==> config.mk <==
export PLATFORM = sky130hd
export DESIGN_NAME = tmc_timer
export DESIGN_NICKNAME = d
export VERILOG_FILES = /design/src/rtl/tmc_pkg.sv /design/src/rtl/tmc_timer.sv
export VERILOG_INCLUDE_DIRS = /design/src /design/src/rtl
export SDC_FILE = /design/constraint.sdc
export NUM_CORES = 1
export LEC_CHECK = 0
export BUFFER_PORTS_ARGS = -buffer_cell sky130_fd_sc_hd__buf_2
export CAP_MARGIN = 20
export CORE_UTILIZATION = 55
export CTS_BUF_LIST = sky130_fd_sc_hd__clkbuf_4 sky130_fd_sc_hd__clkbuf_8
export DETAILED_ROUTE_END_ITERATION = 12
export HOLD_SLACK_MARGIN = 0.12
export PLACE_DENSITY = 0.74
export SLEW_MARGIN = 5
export SYNTH_ARGS = -nofsm -noshare
export SYNTH_HDL_FRONTEND = slang
export SYNTH_SLANG_ARGS = --single-unit
==> constraint.sdc <==
create_clock -name clk -period 6.2 [get_ports clk]
set_input_delay 0.62 -clock clk [delete_from_list [all_inputs] [get_ports clk]]
set_output_delay 0.62 -clock clk [all_outputs]
set_load 0.01 [all_outputs]
==> src/rtl/tmc_defs.svh <==
/*
 * Offsets, field positions, reset values and timing counts of the 16-bit timer/counter.
 * Assumes an 8-bit register port with byte addresses as given here.
 */
`ifndef TMC_DEFS_SVH
`define TMC_DEFS_SVH
`define TMC_ADDR_FLAGS 8'h0c
`define TMC_ADDR_COUNT_LO 8'h0e
`define TMC_ADDR_COUNT_HI 8'h0f
`define TMC_ADDR_CTRL 8'h10
`define TMC_ADDR_CMP_LO 8'h15
`define TMC_ADDR_CMP_HI 8'h16
`define TMC_ADDR_CMP_CTRL 8'h17
`define TMC_ADDR_ENABLES 8'h8c
`define TMC_BIT_RUN 0
`define TMC_BIT_SRC 1
`define TMC_BIT_BYPASS 2
`define TMC_BIT_OSC 3
`define TMC_PS_LSB 4
`define TMC_BIT_OVF 0
`define TMC_BIT_CMP 2
`define TMC_CTRL_MASK 8'h3f
`define TMC_FLAG_MASK 8'h05
`define TMC_CMP_MODE_MASK 8'h0f
`define TMC_CTRL_RESET 8'h00
`define TMC_FLAGS_RESET 8'h00
`define TMC_ENABLES_RESET 8'h00
`define TMC_CMP_MODE_SEVT 4'hb
`define TMC_COUNT_MAX 16'hffff
`define TMC_PHASE_LAST 2'h3
`endif

==> src/rtl/tmc_pkg.sv <==
/*
 * Types shared by the 16-bit timer/counter.
 * Assumes the constants header is included by the design file.
 */
package tmc_pkg;
  // Register port request from software.
  typedef struct packed {
    logic [7:0] addr;
    logic [7:0] wdata;
    logic wr;
    logic rd;
  } tmc_req_t;

  // Whole state of the timer block.
  typedef struct packed {
    logic [7:0] ctrl;
    logic [15:0] count;
    logic [7:0] flags;
    logic [7:0] enables;
    logic [15:0] cmp;
    logic [3:0] cmp_mode;
    logic [7:0] rdata;
    logic irq;
    logic adc_start;
    logic osc_en;
    logic [1:0] phase;
    logic [2:0] pre;
    logic sync1;
    logic sync2;
    logic prev;
    logic armed;
  } tmc_state_t;
endpackage : tmc_pkg

==> src/rtl/tmc_timer.sv <==
/*
 * 16-bit timer/counter with prescaler, external count input, compare special event and
 * overflow interrupt, reached over a plain 8-bit register port.
 * Assumes clk is the oscillator clock, the instruction cycle being one clock in four,
 * and that all inputs are synchronous to clk.
 */
// The implementer's own choice: strobed register access.
`timescale 1ns/1ps
`include "tmc_defs.svh"

module tmc_timer (
  input wire logic clk,
  input wire logic rst,
  input wire tmc_pkg::tmc_req_t req,
  output logic [7:0] rdata,
  input wire logic external_count_pin,
  input wire logic adc_enabled,
  output logic adc_start,
  output logic low_power_osc_enable,
  output logic irq
);
  tmc_pkg::tmc_state_t s_q;
  tmc_pkg::tmc_state_t s_d;
  logic run;
  logic src_ext;
  logic bypass;
  logic [1:0] ps;
  logic [2:0] ps_mask;
  logic cur;
  logic rise;
  logic fall;
  logic tick;
  logic inc;
  logic sevt;
  logic wr_lo;
  logic wr_hi;
  logic wrap;

  // Decode of control fields and count events.
  always_comb begin
    run = s_q.ctrl[`TMC_BIT_RUN];
    src_ext = s_q.ctrl[`TMC_BIT_SRC];
    bypass = s_q.ctrl[`TMC_BIT_BYPASS];
    ps = s_q.ctrl[`TMC_PS_LSB +: 2];
    ps_mask = 3'((4'h1 << ps) - 4'h1);
    // Unsynchronised mode samples the pin directly; the synchronised path adds two stages.
    cur = bypass ? external_count_pin : s_q.sync2;
    rise = cur & ~s_q.prev;
    fall = ~cur & s_q.prev;
    tick = src_ext ? (rise & s_q.armed) : (s_q.phase == `TMC_PHASE_LAST);
    inc = run & tick & ((s_q.pre & ps_mask) == ps_mask);
    sevt = (s_q.cmp_mode == `TMC_CMP_MODE_SEVT) && (s_q.count == s_q.cmp);
    wr_lo = req.wr && (req.addr == `TMC_ADDR_COUNT_LO);
    wr_hi = req.wr && (req.addr == `TMC_ADDR_COUNT_HI);
    wrap = inc && (s_q.count == `TMC_COUNT_MAX) && !sevt && !wr_lo && !wr_hi;
  end

  // Next-state logic for the whole block.
  always_comb begin
    s_d = s_q;
    s_d.sync1 = external_count_pin;
    s_d.sync2 = s_q.sync1;
    s_d.prev = cur;
    s_d.phase = s_q.phase + 2'h1;
    s_d.adc_start = 1'b0;
    s_d.rdata = 8'h00;
    // Arming restarts whenever counting stops or leaves the external source.
    if (!run || !src_ext) begin
      s_d.armed = 1'b0;
    end else if (fall) begin
      s_d.armed = 1'b1;
    end
    // Prescaler only advances on source ticks and is cleared while stopped.
    if (!run) begin
      s_d.pre = 3'h0;
    end else if (tick) begin
      s_d.pre = s_q.pre + 3'h1;
    end
    if (inc) begin
      s_d.count = s_q.count + 16'h0001;
    end
    // A match clears the count; software writes below override it.
    if (sevt) begin
      s_d.count = 16'h0000;
      s_d.adc_start = adc_enabled;
    end
    if (wr_lo) begin
      s_d.count[7:0] = req.wdata;
    end
    if (wr_hi) begin
      s_d.count[15:8] = req.wdata;
    end
    // Register writes other than the count bytes.
    if (req.wr) begin
      case (req.addr)
        `TMC_ADDR_CTRL: s_d.ctrl = req.wdata & `TMC_CTRL_MASK;
        `TMC_ADDR_FLAGS: s_d.flags = req.wdata & `TMC_FLAG_MASK;
        `TMC_ADDR_ENABLES: s_d.enables = req.wdata & `TMC_FLAG_MASK;
        `TMC_ADDR_CMP_LO: s_d.cmp[7:0] = req.wdata;
        `TMC_ADDR_CMP_HI: s_d.cmp[15:8] = req.wdata;
        `TMC_ADDR_CMP_CTRL: s_d.cmp_mode = req.wdata[3:0];
        default: ;
      endcase
    end
    // Reading the flag register clears it, so a service routine needs no extra write.
    // An event in the same cycle still sets its bit below, so no overflow is lost to the read clear.
    if (req.rd && (req.addr == `TMC_ADDR_FLAGS)) begin
      s_d.flags = `TMC_FLAGS_RESET;
    end
    // Hardware sets win over a software clear in the same cycle.
    if (wrap) begin
      s_d.flags[`TMC_BIT_OVF] = 1'b1;
    end
    if (sevt) begin
      s_d.flags[`TMC_BIT_CMP] = 1'b1;
    end
    s_d.osc_en = s_d.ctrl[`TMC_BIT_OSC];
    s_d.irq = |(s_d.flags & s_d.enables);
    // Read data stand in the cycle after the strobe only.
    if (req.rd) begin
      case (req.addr)
        `TMC_ADDR_FLAGS: s_d.rdata = s_q.flags;
        `TMC_ADDR_COUNT_LO: s_d.rdata = s_q.count[7:0];
        `TMC_ADDR_COUNT_HI: s_d.rdata = s_q.count[15:8];
        `TMC_ADDR_CTRL: s_d.rdata = s_q.ctrl;
        `TMC_ADDR_ENABLES: s_d.rdata = s_q.enables;
        `TMC_ADDR_CMP_LO: s_d.rdata = s_q.cmp[7:0];
        `TMC_ADDR_CMP_HI: s_d.rdata = s_q.cmp[15:8];
        `TMC_ADDR_CMP_CTRL: s_d.rdata = {4'h0, s_q.cmp_mode};
        default: s_d.rdata = 8'h00;
      endcase
    end
  end

  // State register; reset keeps the count, which no reset defines.
  always_ff @(posedge clk) begin
    if (rst) begin
      s_q <= '0;
      s_q.ctrl <= `TMC_CTRL_RESET;
      s_q.flags <= `TMC_FLAGS_RESET;
      s_q.enables <= `TMC_ENABLES_RESET;
      s_q.count <= s_q.count;
    end else begin
      s_q <= s_d;
    end
  end

  assign rdata = s_q.rdata;
  assign adc_start = s_q.adc_start;
  assign low_power_osc_enable = s_q.osc_en;
  assign irq = s_q.irq;

  // Checks kept beside the logic.
  a_wrap_sets_flag: assert property (@(posedge clk) disable iff (rst)
    wrap |=> s_q.flags[`TMC_BIT_OVF])
    else $error("overflow flag not set after wrap");

  a_count_holds_stopped: assert property (@(posedge clk) disable iff (rst)
    !run && !sevt && !wr_lo && !wr_hi |=> s_q.count === $past(s_q.count))
    else $error("count moved while stopped");

  a_internal_rate: assert property (@(posedge clk) disable iff (rst)
    inc && !src_ext && ps == 2'h0 |=> !inc ##1 !inc ##1 !inc)
    else $error("internal source faster than one per instruction cycle");

  a_sevt_clears: assert property (@(posedge clk) disable iff (rst)
    sevt && !wr_lo && !wr_hi |=> s_q.count == 16'h0000 && s_q.adc_start == $past(adc_enabled))
    else $error("special event did not clear the count");

  a_sevt_no_ovf: assert property (@(posedge clk) disable iff (rst)
    sevt && !s_q.flags[`TMC_BIT_OVF] && !wr_lo && !wr_hi |=> !s_q.flags[`TMC_BIT_OVF])
    else $error("special event set the overflow flag");

  a_write_wins: assert property (@(posedge clk) disable iff (rst)
    sevt && wr_lo |=> s_q.count[7:0] == $past(req.wdata))
    else $error("count write lost to special event");

  a_flag_sticky: assert property (@(posedge clk) disable iff (rst)
    s_q.flags[`TMC_BIT_OVF] && !((req.wr || req.rd) && req.addr == `TMC_ADDR_FLAGS)
    |=> s_q.flags[`TMC_BIT_OVF])
    else $error("overflow flag dropped without a write");

  a_irq_masked: assert property (@(posedge clk) disable iff (rst)
    !s_q.enables[`TMC_BIT_OVF] && !s_q.enables[`TMC_BIT_CMP] |-> !s_q.irq)
    else $error("interrupt raised while masked");

  a_arm_first: assert property (@(posedge clk) disable iff (rst)
    src_ext && !s_q.armed |-> !inc)
    else $error("external count before a falling edge");

  a_prescale_eight: assert property (@(posedge clk) disable iff (rst)
    inc && ps == 2'h3 |=> !inc [*8])
    else $error("divide by eight counted too early");

  a_osc_follows: assert property (@(posedge clk) disable iff (rst)
    req.wr && req.addr == `TMC_ADDR_CTRL |=> low_power_osc_enable == $past(req.wdata[`TMC_BIT_OSC]))
    else $error("oscillator enable does not follow control");

  // The oscillator enable pin mirrors the control bit at all times.
  a_osc_level: assert property (@(posedge clk) disable iff (rst)
    low_power_osc_enable == s_q.ctrl[`TMC_BIT_OSC])
    else $error("oscillator enable differs from control bit");

  // Rollover from all ones lands on zero.
  a_wrap_value: assert property (@(posedge clk) disable iff (rst)
    inc && s_q.count == `TMC_COUNT_MAX && !sevt && !wr_lo && !wr_hi
    |=> s_q.count == 16'h0000)
    else $error("count did not wrap to zero");

  // Each increment adds exactly one.
  a_count_step: assert property (@(posedge clk) disable iff (rst)
    inc && !sevt && !wr_lo && !wr_hi |=> s_q.count == $past(s_q.count) + 16'h0001)
    else $error("count did not step by one");

  // The interrupt line is the registered OR of unmasked flags.
  a_irq_level: assert property (@(posedge clk) disable iff (rst)
    irq == |(s_q.flags & s_q.enables))
    else $error("interrupt level differs from unmasked flags");

  // An enabled and pending overflow must be visible on the line.
  a_ovf_irq_raised: assert property (@(posedge clk) disable iff (rst)
    s_q.flags[`TMC_BIT_OVF] && s_q.enables[`TMC_BIT_OVF] |-> irq)
    else $error("enabled overflow not signalled");

  // A stopped counter never increments.
  a_run_gates: assert property (@(posedge clk) disable iff (rst)
    !run |-> !inc)
    else $error("increment while stopped");

  // Internal source only counts on the last phase of an instruction cycle.
  a_source_internal: assert property (@(posedge clk) disable iff (rst)
    !src_ext && inc |-> s_q.phase == `TMC_PHASE_LAST)
    else $error("internal count off the instruction cycle");

  // External source only counts on an armed rising edge.
  a_ext_on_rise: assert property (@(posedge clk) disable iff (rst)
    src_ext && inc |-> rise && s_q.armed)
    else $error("external count without a rising edge");

  // Divide by one passes every source tick.
  a_prescale_one: assert property (@(posedge clk) disable iff (rst)
    run && tick && ps == 2'h0 |-> inc)
    else $error("divide by one dropped a tick");

  // The second synchroniser stage follows the first by one clock.
  a_sync_chain: assert property (@(posedge clk) disable iff (rst)
    src_ext && !bypass |=> s_q.sync2 == $past(s_q.sync1))
    else $error("synchroniser chain broken");

  // Arming only ever follows a seen falling edge.
  a_armed_after_fall: assert property (@(posedge clk) disable iff (rst)
    $rose(s_q.armed) |-> $past(fall))
    else $error("armed without a falling edge");

  // No conversion start while the converter is disabled.
  a_adc_gated: assert property (@(posedge clk) disable iff (rst)
    sevt && !adc_enabled |=> !adc_start)
    else $error("conversion started while converter disabled");

  // Only the trigger mode produces a match clear.
  a_other_mode_quiet: assert property (@(posedge clk) disable iff (rst)
    s_q.cmp_mode != `TMC_CMP_MODE_SEVT |-> !sevt)
    else $error("trigger outside trigger mode");

  // A trigger always leaves the compare flag set.
  a_cmp_flag_set: assert property (@(posedge clk) disable iff (rst)
    sevt |=> s_q.flags[`TMC_BIT_CMP])
    else $error("compare flag not set by trigger");

  // A high byte write also beats the trigger clear.
  a_write_hi_wins: assert property (@(posedge clk) disable iff (rst)
    sevt && wr_hi |=> s_q.count[15:8] == $past(req.wdata))
    else $error("high byte write lost to special event");

  // Reset leaves the count untouched; checked while reset is applied.
  a_reset_keeps: assert property (@(posedge clk)
    rst |=> s_q.count === $past(s_q.count))
    else $error("reset changed the count");
endmodule : tmc_timer

Yosys cells after proc, flatten, opt, wreduce, memory -nomap -nowiden
Index checks and enable logic that the tools add are counted.

word-level totals
  register bits after elaboration = 77
  input port bits = 22
  output and inout port bits = 11

operators by class
  add/sub/neg operators = 4
  eq/ne operators = 13
  shifts and indexed selects = 1
  muxes and demuxes = 16
  bitwise logic cells = 13
  reductions and logical operators = 27

operators with widths
  kind                                                              number
  8-bit case mux with 8 select lines                                1
  8-bit two-way mux                                                 7
  36-bit two-way mux                                                1
  8-bit by 5-bit == test with 1-bit output (second input constant)  4
  16-bit two-way mux                                                2
  8-bit by 4-bit == test with 1-bit output (second input constant)  3
  16-bit by 1-bit adder with 16-bit output (second input constant)  1
  16-bit == test                                                    1
  16-bit == test (second input constant)                            1
  2-bit AND reduction                                               6
  8-bit bitwise AND                                                 1
  8-bit == test (second input constant)                             1
  1-bit logical AND                                                 8
  2-bit OR reduction                                                4
  8-bit OR reduction                                                1
  1-bit inverter                                                    6
  3-bit nonzero test                                                2
  1-bit bitwise AND                                                 5
  1-bit logical NOT                                                 5
  4-bit == test (second input constant)                             1
  1-bit two-way mux                                                 4
  4-bit two-way mux                                                 1
  3-bit by 1-bit adder with 3-bit output (second input constant)    1
  3-bit bitwise AND                                                 1
  other kinds (6)                                                   6

Logic depth before layout (Yosys ltp)
Gate-level depths: netlist (run 1).

  depth in word-level cells = 13
  depth in mapped cells = 9

Worst setup path before layout (run 1)
Ideal clock, no wire load.

  kind = input -> register
  start = in req[15] in the netlist's numbering
  end = reg s_q[64] in the netlist's numbering, enable pin
  library setup time = 0.375 ns
  data arrival time = 2.416 ns
  data required time = 5.825 ns
  slack = 3.408 ns
  stages on the path = 9
  path buffers = 3
  cells stage by stage = or3b_1 > buf_6 > nor3_4 > and3_1 > and2_1 > buf_6 > buf_12 > inv_2 > a21oi_1

on the way
  longest elaborated chain between the ends = 4

ends and longest elaborated chain
  item                                      line             text
  start: declaration                        tmc_timer.sv:14  input wire tmc_pkg::tmc_req_t req,
  8-bit by 4-bit == test with 1-bit output  n/a
  1-bit logical AND                         tmc_timer.sv:54  wr_hi = req.wr && (req.addr == `TMC_ADDR_COUNT_HI);
  3-bit nonzero test (no source line)       n/a
  2-bit AND reduction (no source line)      n/a
  end: declaration                          tmc_timer.sv:22  tmc_pkg::tmc_state_t s_q;

Every way passes these cells.
A chain may end at the register's enable or synchronous reset.

Worst setup path in the final report (run 1)
  start = in req[15] in the netlist's numbering
  end = reg s_q[71] in the netlist's numbering, enable pin

The elaborated chain is that of the path after synthesis.

==> results summary, run 1 <==
The initial antenna violation count is 0. The run finished with clean final reports. The worst slack at placement came out at 2810 ps. The kind of end point of the critical path is a register. sky130_fd_sc_hd__dfxtp_1 takes more of the synthesized area than any other cell.

Sorting the synthesized cells by area gives the leading types as sky130_fd_sc_hd__dfxtp_1, sky130_fd_sc_hd__edfxtp_1, sky130_fd_sc_hd__mux2i_1. The tree built by TritonCTS fans out to 77 sinks. The H-tree depth is 3. Compared with the post-synthesis result, the final layout area differs by 8.67%. Clock tree synthesis inserted a total of 9 buffers.

The number of global-route vias before repair is 2890. Setup violations remaining at the end of the flow were counted as 0. The detailed-route wire length per cell is 17.8 um.

Counting I/O delays and the setup requirement, the final critical path takes 3040 ps. The sequential share of the synthesized area came out at 43.2%. The critical path required time is 6190 ps.

Dividing the final minimum period by the clock period gives 49.0%. The measured slew at the worst slew-check pin came out at 831 ps. The register-to-register path setup slack is 3500 ps.

The vertical extent of the die came out at 86.6 um. The biggest cell delay along the critical path is 590 ps. Summed over all layers, the routed wires come to 9480 um. The congestion estimate from routability-driven global placement came to 0.882. In this run the standard cell core region covers 6870 um2. The worst setup path is of the in -> reg kind.

The startpoint identified for the worst register-to-register timing path is s_q[64]. The master of the slowest instance on the critical path is sky130_fd_sc_hd__a21oi_1. Entering global routing, the biggest net connects 44 pins. The count of input and output buffers came out at 32. The logic depth of the worst register-to-register path came out at 6. The cell area after technology mapping is 3940 um2.

After the last flow step, the layout net total stands at 457. The critical path goes through buf_2 -> or3b_1 -> nor3_4 -> and3_1 -> and2_1 -> inv_2 -> a21oi_1. Of all nets on the critical path, the largest fanout is 17.

The initial standard-cell utilization of the core came out at 57.3%. The first-pass GRT wire length came out at 14900 um. The tightest slew margin relative to the limit came out at 44.6%.

The gate count of the mapped netlist is 423. The number of nets handed over by synthesis was 448. The share of Yosys cell area claimed by the top area cell type is 31.0%. On the final layout, the worst clock skew is 5.84 ps. After clock tree synthesis, the setup repair step added 0 buffers. TritonCTS built the clock tree. Dividing the detail-routed via count by the number of cells gives 6.03.

After clock tree synthesis, the repair step resized 0 gates. The multi-input gate area in the final layout came out at 2000 um2. The highest achievable clock rate came out at 329 MHz. The buffers plus inverters on the worst setup path is 2. The residual DRC count is 0. The global routing usage summed across all routing layers came out at 26.5%. The number of diodes came out at 0.

The x dimension of the die came out at 86.6 um. The startpoint identified for the worst hold timing path is s_q[7]. The number of optimization iterations in the first detailed-route pass is 6. The count of vias placed by the detailed router is 3212. The total of fill cells in the finished design is 590. During I/O placement, the number of pins put on the boundary was 33. The design draws 1.06 mW.

The number of stages on the worst hold path came out at 1. The most common cell after layout, fill and taps aside is sky130_fd_sc_hd__dfxtp_1. The hold violation total from the final report came out at 0.

The synthesized design contains 77 register bits. The total negative setup slack came out at 0 ps. The kind of cell with the highest combined delay along the critical path is simple AND/OR/NAND/NOR gates. The remaining global-route overflow came out at 0.

The worst hold-check path type is reg -> reg. The average size of a mapped cell came out at 9.31 um2. The share of post-route cells with drive strength above 1 came out at 14.6%. The total power density per cell area came out at 247 nW/um2. Detailed placement ended at an HPWL of 6750 um. The number of max-slew violations in the final report is 0.

The count of unique library cells instantiated by Yosys is 49. The starting DRC count in detailed routing is 378. Setup repair after global routing left no endpoint under its margin. The residual antenna-violating net count after detailed routing came out at 0. The sequential cells in the finished layout cover a total of 1700 um2. VDD sags by at most 286 uV. The endpoint identified for the worst register-to-register timing path is s_q[71]. Leaving out fill and tap cells, the most frequent cells in the layout are sky130_fd_sc_hd__dfxtp_1, sky130_fd_sc_hd__nand2_1, sky130_fd_sc_hd__nor2_1.

The root buffer cell chosen for the clock tree is sky130_fd_sc_hd__clkbuf_8. The total of max-cap violations came out at 0. The signal arrival time at the worst endpoint is 3030 ps. The die outline area is 7500 um2. After clock tree synthesis, the flow added hold-fix buffers numbering 0. The minimum setup slack in the final design came out at 3160 ps. The clock passes through at most 2 buffers. The kind of start point of the critical path is a primary input. The total leakage power is 1.49 nW. The floorplan has 30 rows.

Yosys printed 0 warnings. At the later pin of the worst-skew pair, clock insertion delay measures 360 ps. For hold timing, the worst endpoint is s_q[7]. After clock tree synthesis, the clock-pin slew on the worst setup and hold paths is 80 ps.
## worst max path at each step
| stage | startpoint | endpoint | cells after the start |
|---|---|---|---|
| after CTS | req[15] | s_q[68] | 7 |
| after detailed placement | req[15] | s_q[68] | 7 |
| after global placement | req[15] | s_q[68] | 7 |
| after floorplan | req[15] | s_q[64] | 9 |
| after global routing | req[15] | s_q[68] | 7 |
| final | req[15] | s_q[71] | 7 |
## area by class of cell
class / instances / share of cell area [%]
Sequential cell: 77 / 39.8
Multi-Input combinational cell: 304 / 46.6
Timing Repair Buffer: 32 / 3.74
Inverter: 8 / 0.702
Clock buffer: 10 / 3.22
Clock inverter: 6 / 3.13
Tap cell: 96 / 2.81
## report_power, final
part,internal (mW),switching (mW)
clock network,0.319,0.185
registers,0.511,0.000937
logic,0.0134,0.0285
total,0.843,0.215
## Yosys cell counts, drive strengths merged
cell and count:
a21oi 12, a222oi 6, a22oi 5, a31oi 9, a32o 1, a32oi 3
and2 19, and2b 2, and3 4, and4 3, buf 18, clkbuf 16
dfxtp 61, edfxtp 16, ha 3, inv 8, mux2 6, mux2i 30
nand2 55, nand2b 3, nand3 15, nand3b 1, nand4 8, nand4b 2
nor2 37, nor2b 5, nor3 4, nor3b 3, nor4 3, nor4b 2
nor4bb 1, o21ai 9, o221ai 1, o31ai 15, o32ai 1, or2 3
or3b 1, xnor2 18, xor2 14
## cells by family (layout without fill, tap and decap cells)
group | Yosys count | in the layout | share of synthesized area (%)
compound gates | 62 | 62 | 10.8
xor+xnor | 32 | 32 | 7.12
fa+ha+maj | 3 | 3 | 0.953
buf+inv | 42 | 56 | 6.10
flops | 77 | 77 | 43.2
mux | 36 | 36 | 9.34
simple gates | 171 | 171 | 22.5
## through the flow
stage / hold WS (ps) / util [%] / cells / cell area (um2)
3_5_place_dp: 427 / 58.3 / 517 / 4010
5_1_grt: 469 / 62.3 / 533 / 4280
6_report: 428 / 62.3 / 533 / 4280
2_1_floorplan: 399 / - / 423 / 3940
4_1_cts: 439 / 62.3 / 533 / 4280
3_3_place_gp: 407 / 58.3 / 517 / 4010
## flip-flops by register name, summed over array words and instances (netlist names)
| register | count |
|---|---|
| run | 1 |
| irq | 1 |
| ps | 2 |
| bypass | 1 |
| s_q | 62 |
| s_d | 1 |
| rdata | 8 |
| adc_start | 1 |
## metal layers
layer,vias to the layer above,wire (um),global-route usage [%]
met5,-,0,0
met4,0,167,9.70
met3,18,688,6.29
met2,154,4340,40.9
met1,1537,4290,36.1
li1,1503,-,-
## worst register-to-register path: cells and delay by family, from the launching register on
| family | cells | cell delay (ps) |
|---|---|---|
| xor gates and xnor gates | 1 | 240 |
| and+or+nand+nor | 4 | 990 |
| DFF | 1 | 490 |
| AOI/OAI and AO/OA | 1 | 610 |
Power figures use the tool's default switching activity.
==> run 2: changes to the inputs <==
--- a/config.mk
+++ b/config.mk
@@ -12,7 +12,7 @@
 export CTS_BUF_LIST = sky130_fd_sc_hd__clkbuf_4 sky130_fd_sc_hd__clkbuf_8
 export DETAILED_ROUTE_END_ITERATION = 12
 export HOLD_SLACK_MARGIN = 0.12
-export PLACE_DENSITY = 0.74
+export PLACE_DENSITY = 0.77
 export SLEW_MARGIN = 5
 export SYNTH_ARGS = -nofsm -noshare
 export SYNTH_HDL_FRONTEND = slang
==> constraint.sdc (replaced) <==
create_clock -name clk -period 2.7 [get_ports clk]
set_input_delay 0.27 -clock clk [delete_from_list [all_inputs] [get_ports clk]]
set_output_delay 0.27 -clock clk [all_outputs]
set_load 0.01 [all_outputs]
==> results summary, run 2 (synthesized netlist as in run 1, its figures left out) <==
The logic depth of the worst register-to-register path was 7 (+1). The number of stages on the worst hold path is 2 (+1). The root buffer cell is sky130_fd_sc_hd__clkbuf_8. The start of the worst register-to-register path is s_q[64]. The detailed-route wire length per cell is 18.1 um (+1.5%). The most common cell after layout, fill and taps aside is sky130_fd_sc_hd__dfxtp_1.

The number of diodes was 0 (unchanged). The minimum clock period after layout came out at 2200 ps. The source of the critical timing path is s_q[64].

The maximum count of clock buffers along a single path came out at 2 (unchanged). The worst setup path is of the reg -> reg kind. The largest fanout on the critical path was 8 (-9).

Ranked by flip-flop count, first place goes to s_q. The vertical extent of the die came out at 86.6 um (unchanged). STA classifies the critical path startpoint as a register. The endpoint identified for the worst register-to-register timing path is s_q[58].

The final number of setup-violating endpoints came out at 0 (unchanged). The initial antenna violation count came out at 0 (unchanged). The total leakage power came out at 1.51 nW (+1.4%). The hold path endpoint is s_d[2]. The ratio of final minimum period to clock period came out at 81.4%. The core box area is 6870 um2 (unchanged).

The starting DRC count in detailed routing is 273 (-28%). In this run the most critical hold path is launched from external_count_pin. The largest net degree at the start of global routing is 44 (unchanged). The clock transition time at the flip-flop clock pins of the worst setup and hold paths is 80 ps (about the same). The residual DRC count came out at 0 (unchanged). The number of buffers inserted to repair setup after CTS came out at 0 (unchanged). The minimum setup slack in the final design is 503 ps (-2660 ps). The register-to-register path setup slack came to 500 ps (-3000 ps).

The number of cell rows was 30 (unchanged). The maximum clock skew at final layout is 11.2 ps (+5.34 ps). The worst setup path is captured at a register. The clock latency on the worst-skew pair is 350 ps (about the same). The worst hold-check path type is in -> reg. The total number of clock tree sinks is 77 (unchanged). The total of max-cap violations was 0 (unchanged).

The hold violation total from the final report came to 0 (unchanged). The count of cells resized by post-cts repair came out at 0 (unchanged). The number of optimization iterations in the first detailed-route pass is 5 (-1).

The number of top-level pins is 33 (unchanged). The wire length after detailed routing was 9800 um (+3.4%). The flow ran to the end, and the final reports show no timing, DRC or antenna violations. Setup repair after global routing left no endpoint under its margin. The total power density per cell area is 504 nW/um2 (+100%). The number of flip-flops in the largest register is 62 (unchanged).

The cell area reported after detailed placement is 4080 um2 (+1.9%). The count of vias placed by the detailed router came out at 3200 (-0.37%). The global routing usage summed across all routing layers is 28.0% (+1.5 points). The critical path required time came out at 2750 ps (-3440 ps). The remaining global-route overflow came to 0 (unchanged). The share of post-route cells with drive strength above 1 came out at 16.6% (+1.9 points). The net total in the final layout was 467 (+2.2%). The peak ir drop on the vdd network came out at 339 uV (+19%).

The area added between synthesis and finish is 8.90%. The initial standard-cell utilization of the core was 57.3% (unchanged). The count of input and output buffers is 32 (unchanged).

The tightest slew margin relative to the limit came to 49.3% (+4.7 points). The highest achievable clock rate is 455 MHz. The worst slack at placement is 310 ps (-2500 ps). The measured slew at the worst slew-check pin came out at 761 ps (-69.9 ps). In the layout the commonest cells are sky130_fd_sc_hd__dfxtp_1, sky130_fd_sc_hd__nand2_1, sky130_fd_sc_hd__nor2_1. The post-route standard cell area excluding fillers is 4290 um2 (+0.20%).

TritonCTS built the clock tree. The placed wire-length estimate after detailed placement is 6950 um (+2.9%). The number of max-slew violations in the final report is 0 (unchanged). The weighted congestion at the end of routability-driven global placement is 0.885 (+0.34%). The die outline area is 7500 um2 (unchanged). The x dimension of the die came out at 86.6 um (unchanged). The H-tree depth came out at 3 (unchanged). The cts-stage hold buffer count came out at 0 (unchanged). The number of global-route vias before repair is 3010 (+4.2%).

The first-pass GRT wire length is 15700 um (+5.7%). The total negative setup slack came to 0 ps (unchanged). The post-route worst hold slack is 149 ps (-280 ps). The signal arrival time at the worst endpoint came out at 2250 ps (-780 ps). The residual antenna-violating net count after detailed routing is 0 (unchanged).

The ratio of routed vias to standard cells came out at 5.89 (-2.2%). The number of buffers created by CTS came out at 9 (unchanged).
## run 2: worst max-delay path: stages (launching register included)
cell and delay, ps:
sky130_fd_sc_hd__edfxtp_1 490, sky130_fd_sc_hd__xnor2_1 200, sky130_fd_sc_hd__nand4_1 130, sky130_fd_sc_hd__nor3_1 320, sky130_fd_sc_hd__nand3_1 210, sky130_fd_sc_hd__and2_1 210, sky130_fd_sc_hd__a21oi_1 140, sky130_fd_sc_hd__buf_4 200
## run 2: worst max path at each step
stage	to	depth (start not counted)
4_1_cts	s_q[62]	7
5_1_grt	s_q[63]	7
6_report	s_q[58]	7
3_3_place_gp	s_q[33]	7
3_5_place_dp	s_q[38]	7
2_1_floorplan	s_q[64]	9
## run 2: final cells by class
class | instances | area (um2)
fillers | 586 | 2580
multi-input cells | 304 | 2000
flip-flops and latches | 77 | 1700
repair buffers | 42 | 235
clock buffers | 11 | 145
well taps | 96 | 120
clock inverters | 5 | 60.1
inverters | 8 | 30.0
## run 2: power by group
| part | switching [mW] | internal [mW] |
|---|---|---|
| logic | 0.0650 | 0.0322 |
| clock network | 0.423 | 0.464 |
| registers | 0.00248 | 1.17 |
## run 2: routing by layer
layer | GRT usage (%) | up-vias | share of wire (%) | routed length, um
li1 | - | 1523 | - | -
met1 | 36.7 | 1495 | 43 | 4180
met2 | 44.4 | 162 | 47 | 4620
met3 | 6.48 | 20 | 7.6 | 743
met4 | 11.5 | 0 | 2.7 | 266
met5 | 0 | - | 0 | 0
## run 2: metrics by stage
stage / cells / power, mW / utilization [%]
after CTS: 543 / 2.17 / 62.4
after detailed placement: 527 / 1.30 / 59.4
after floorplan: 423 / 1.26 / -
after global placement: 527 / 1.30 / 59.4
final: 543 / 2.16 / 62.4
after global routing: 543 / 2.23 / 62.4
==> run 3: changes to the inputs <==
==> constraint.sdc (replaced) <==
create_clock -name clk -period 1.9 [get_ports clk]
set_input_delay 0.19 -clock clk [delete_from_list [all_inputs] [get_ports clk]]
set_output_delay 0.19 -clock clk [all_outputs]
set_load 0.01 [all_outputs]
==> results summary, run 3 (synthesized netlist as in run 1, its figures left out) <==
The number of optimization iterations in the first detailed-route pass is 6 (+1). More flip-flops sit in one register than any other, and that register is s_q. The x dimension of the die came out at 86.6 um (unchanged). The largest net degree at the start of global routing came out at 28 (-36%). The flow ran to the end, and the final reports show no timing, DRC or antenna violations.

The vertical extent of the die is 86.6 um (unchanged). The relative contribution of the clock network to total power is 40.5% (-0.6 points). The net switching component of the power came out at 0.738 mW (+51%). The number of cell rows was 30 (unchanged). The share of post-route cells with drive strength above 1 is 26.6% (+10 points). In this run the clock root is driven by a sky130_fd_sc_hd__clkbuf_8. The measured slew at the worst slew-check pin is 595 ps (-166 ps).

The total power density per cell area came to 645 nW/um2 (+28%). The hold violation total from the final report came to 0 (unchanged). In the layout the commonest cells are sky130_fd_sc_hd__dfxtp_1, sky130_fd_sc_hd__buf_4, sky130_fd_sc_hd__nand2_1.

The critical path required time is 1980 ps (-770 ps). The number of global-route vias before repair is 3245 (+7.8%). The total leakage power is 1.79 nW (+19%). The kind of end point of the critical path is a register. The tightest slew margin relative to the limit is 60.4% (+11 points). The number of top-level pins was 33 (unchanged). The maximum count of clock buffers along a single path came out at 2 (unchanged). The min-delay analysis places its worst path in the category in -> reg. The net total in the final layout came out at 520 (+11%). The global routing usage summed across all routing layers is 29.0% (+1.1 points). The clock transition time at the flip-flop clock pins of the worst setup and hold paths was 80 ps (about the same). The starting DRC count in detailed routing is 332 (+22%).

The total number of clock tree sinks is 77 (unchanged). The worst slack at placement came out at -92.3 ps (-402 ps). The minimum setup slack in the final design came out at 47.2 ps (-456 ps). The number of diodes came out at 0 (unchanged). The multi-input gate area in the final layout is 2050 um2 (+2.6%). The class of the most critical setup path is reg -> reg. The clock latency on the worst-skew pair is 360 ps (about the same).

The post-route standard cell area excluding fillers came out at 4780 um2 (+12%). The switching fraction of total power is 23.9% (+1.2 points). The ratio of final minimum period to clock period came to 97.5% (+16 points). The total of max-cap violations was 0 (unchanged). The H-tree depth is 3 (unchanged). The storage element area came out at 1700 um2 (about the same). The number of flip-flops in the largest register was 62 (unchanged). The total of fill cells in the finished design came out at 537 (-8.4%).

The number of max-slew violations in the final report is 0 (unchanged). The detailed-route wire length per cell came out at 17.6 um (-2.6%). The remaining global-route overflow came out at 0 (unchanged). The count of vias placed by the detailed router came out at 3547 (+11%). The count of input and output buffers came out at 32 (unchanged).

The minimum clock period after layout came to 1850 ps (-344 ps). The maximum clock skew at final layout came out at 10.4 ps (-0.777 ps). The cell area reported after detailed placement came out at 4480 um2 (+9.8%). The weighted congestion at the end of routability-driven global placement is 0.949 (+7.3%).

The placed wire-length estimate after detailed placement is 7660 um (+10%). The residual DRC count is 0 (unchanged). The placed cell count is 575 (+9.1%). The residual antenna-violating net count after detailed routing is 0 (unchanged). TritonCTS built the clock tree.

The area added between synthesis and finish is 21.4%. The largest fanout on the critical path came out at 8 (unchanged). The die outline area is 7500 um2 (unchanged). The highest achievable clock rate is 540 MHz (+19%). The wire length after detailed routing came out at 10500 um (+6.9%). The initial standard-cell utilization of the core is 57.3% (unchanged). The most common cell after layout, fill and taps aside is sky130_fd_sc_hd__dfxtp_1. The share of total power in sequential cells is 54.1% (-0.3 points). The signal arrival time at the worst endpoint came to 1930 ps (-320 ps). The combinational share of power came out at 5.4% (+0.9 points). The core box area is 6870 um2 (unchanged). The ratio of routed vias to standard cells is 5.95 (+0.99%). The final number of setup-violating endpoints came out at 0 (unchanged). The initial antenna violation count is 0 (unchanged). The total negative setup slack was 0 ps (unchanged).

The peak ir drop on the vdd network is 462 uV (+36%). The number of buffers created by CTS is 9 (unchanged). The worst setup path is launched from a register. The first-pass GRT wire length is 16100 um (+2.6%).

The internal power consumption came to 2.35 mW (+41%). Setup repair after global routing could not meet its margin everywhere. The filler-free cell count of the finished design is 596 (+9.8%).
==> run 3: changes by cell type in the layout (fill, tap and decap cells not counted), sizes merged <==
cell	before	now
buf	42	93
inv	8	11
clkbuf	11	9
clkinvlp	1	0
dlygate4sd3	0	2
==> run 3: final timing paths <==
check	start	to	slack, ps	depth (start not counted)
hold reg to reg	s_q[7]	s_q[7]	420	1
hold / removal	req[9]	s_q[39]	130	3
setup reg to reg	bypass	s_q[58]	50	7
setup / recovery	bypass	s_q[58]	50	7
==> run 3: cell type report <==
| class | instances | share of cell area, % |
|---|---|---|
| Multi-Input combinational cell | 304 | 42.8 |
| Sequential cell | 77 | 35.6 |
| Timing Repair Buffer | 95 | 14.2 |
| Clock buffer | 9 | 2.59 |
| Tap cell | 96 | 2.51 |
| Clock inverter | 7 | 1.52 |
| Inverter | 8 | 0.733 |
==> run 3: critical path, cell delays in order (launching register included) <==
cell	delay, ps
sky130_fd_sc_hd__dfxtp_2	330
sky130_fd_sc_hd__mux2i_1	130
sky130_fd_sc_hd__o32ai_1	230
sky130_fd_sc_hd__buf_4	160
sky130_fd_sc_hd__nand4_1	180
sky130_fd_sc_hd__and2_4	250
sky130_fd_sc_hd__a21oi_4	140
sky130_fd_sc_hd__buf_12	150
==> run 3: what timing repair did <==
item                                   4_1_cts  5_1_grt
resized for setup                            2        7
endpoints found under the hold margin        2        0
buffers inserted                             2        1
pin swaps                                    2        6
hold buffers                                 2        0
setup endpoints to repair                   16       25
==> run 3: power by group through the flow <==
stage | Combinational (mW) | Sequential [mW] | Clock (mW)
4_1_cts | 0.162 | 1.67 | 1.26
6_report | 0.165 | 1.67 | 1.25
3_3_place_gp | 0.154 | 1.71 | 0
5_1_grt | 0.175 | 1.67 | 1.33
3_5_place_dp | 0.157 | 1.71 | 0
2_1_floorplan | 0.0796 | 1.71 | 0
==> run 3: per-layer routing <==
metal	global-route usage [%]	wire length, um	vias up
met5	0	0	-
met2	47.0	4820	233
li1	-	-	1635
met3	6.86	1030	49
met1	36.7	4230	1630
met4	13.6	398	0
==> run 3: per-stage QoR <==
step	utilization, %	hold slack (ps)	total power, mW
floorplan	-	318	1.79
global placement	65.3	407	1.86
detailed placement	65.3	411	1.86
CTS	69.0	121	3.10
global route	69.6	135	3.17
finish	69.6	132	3.08
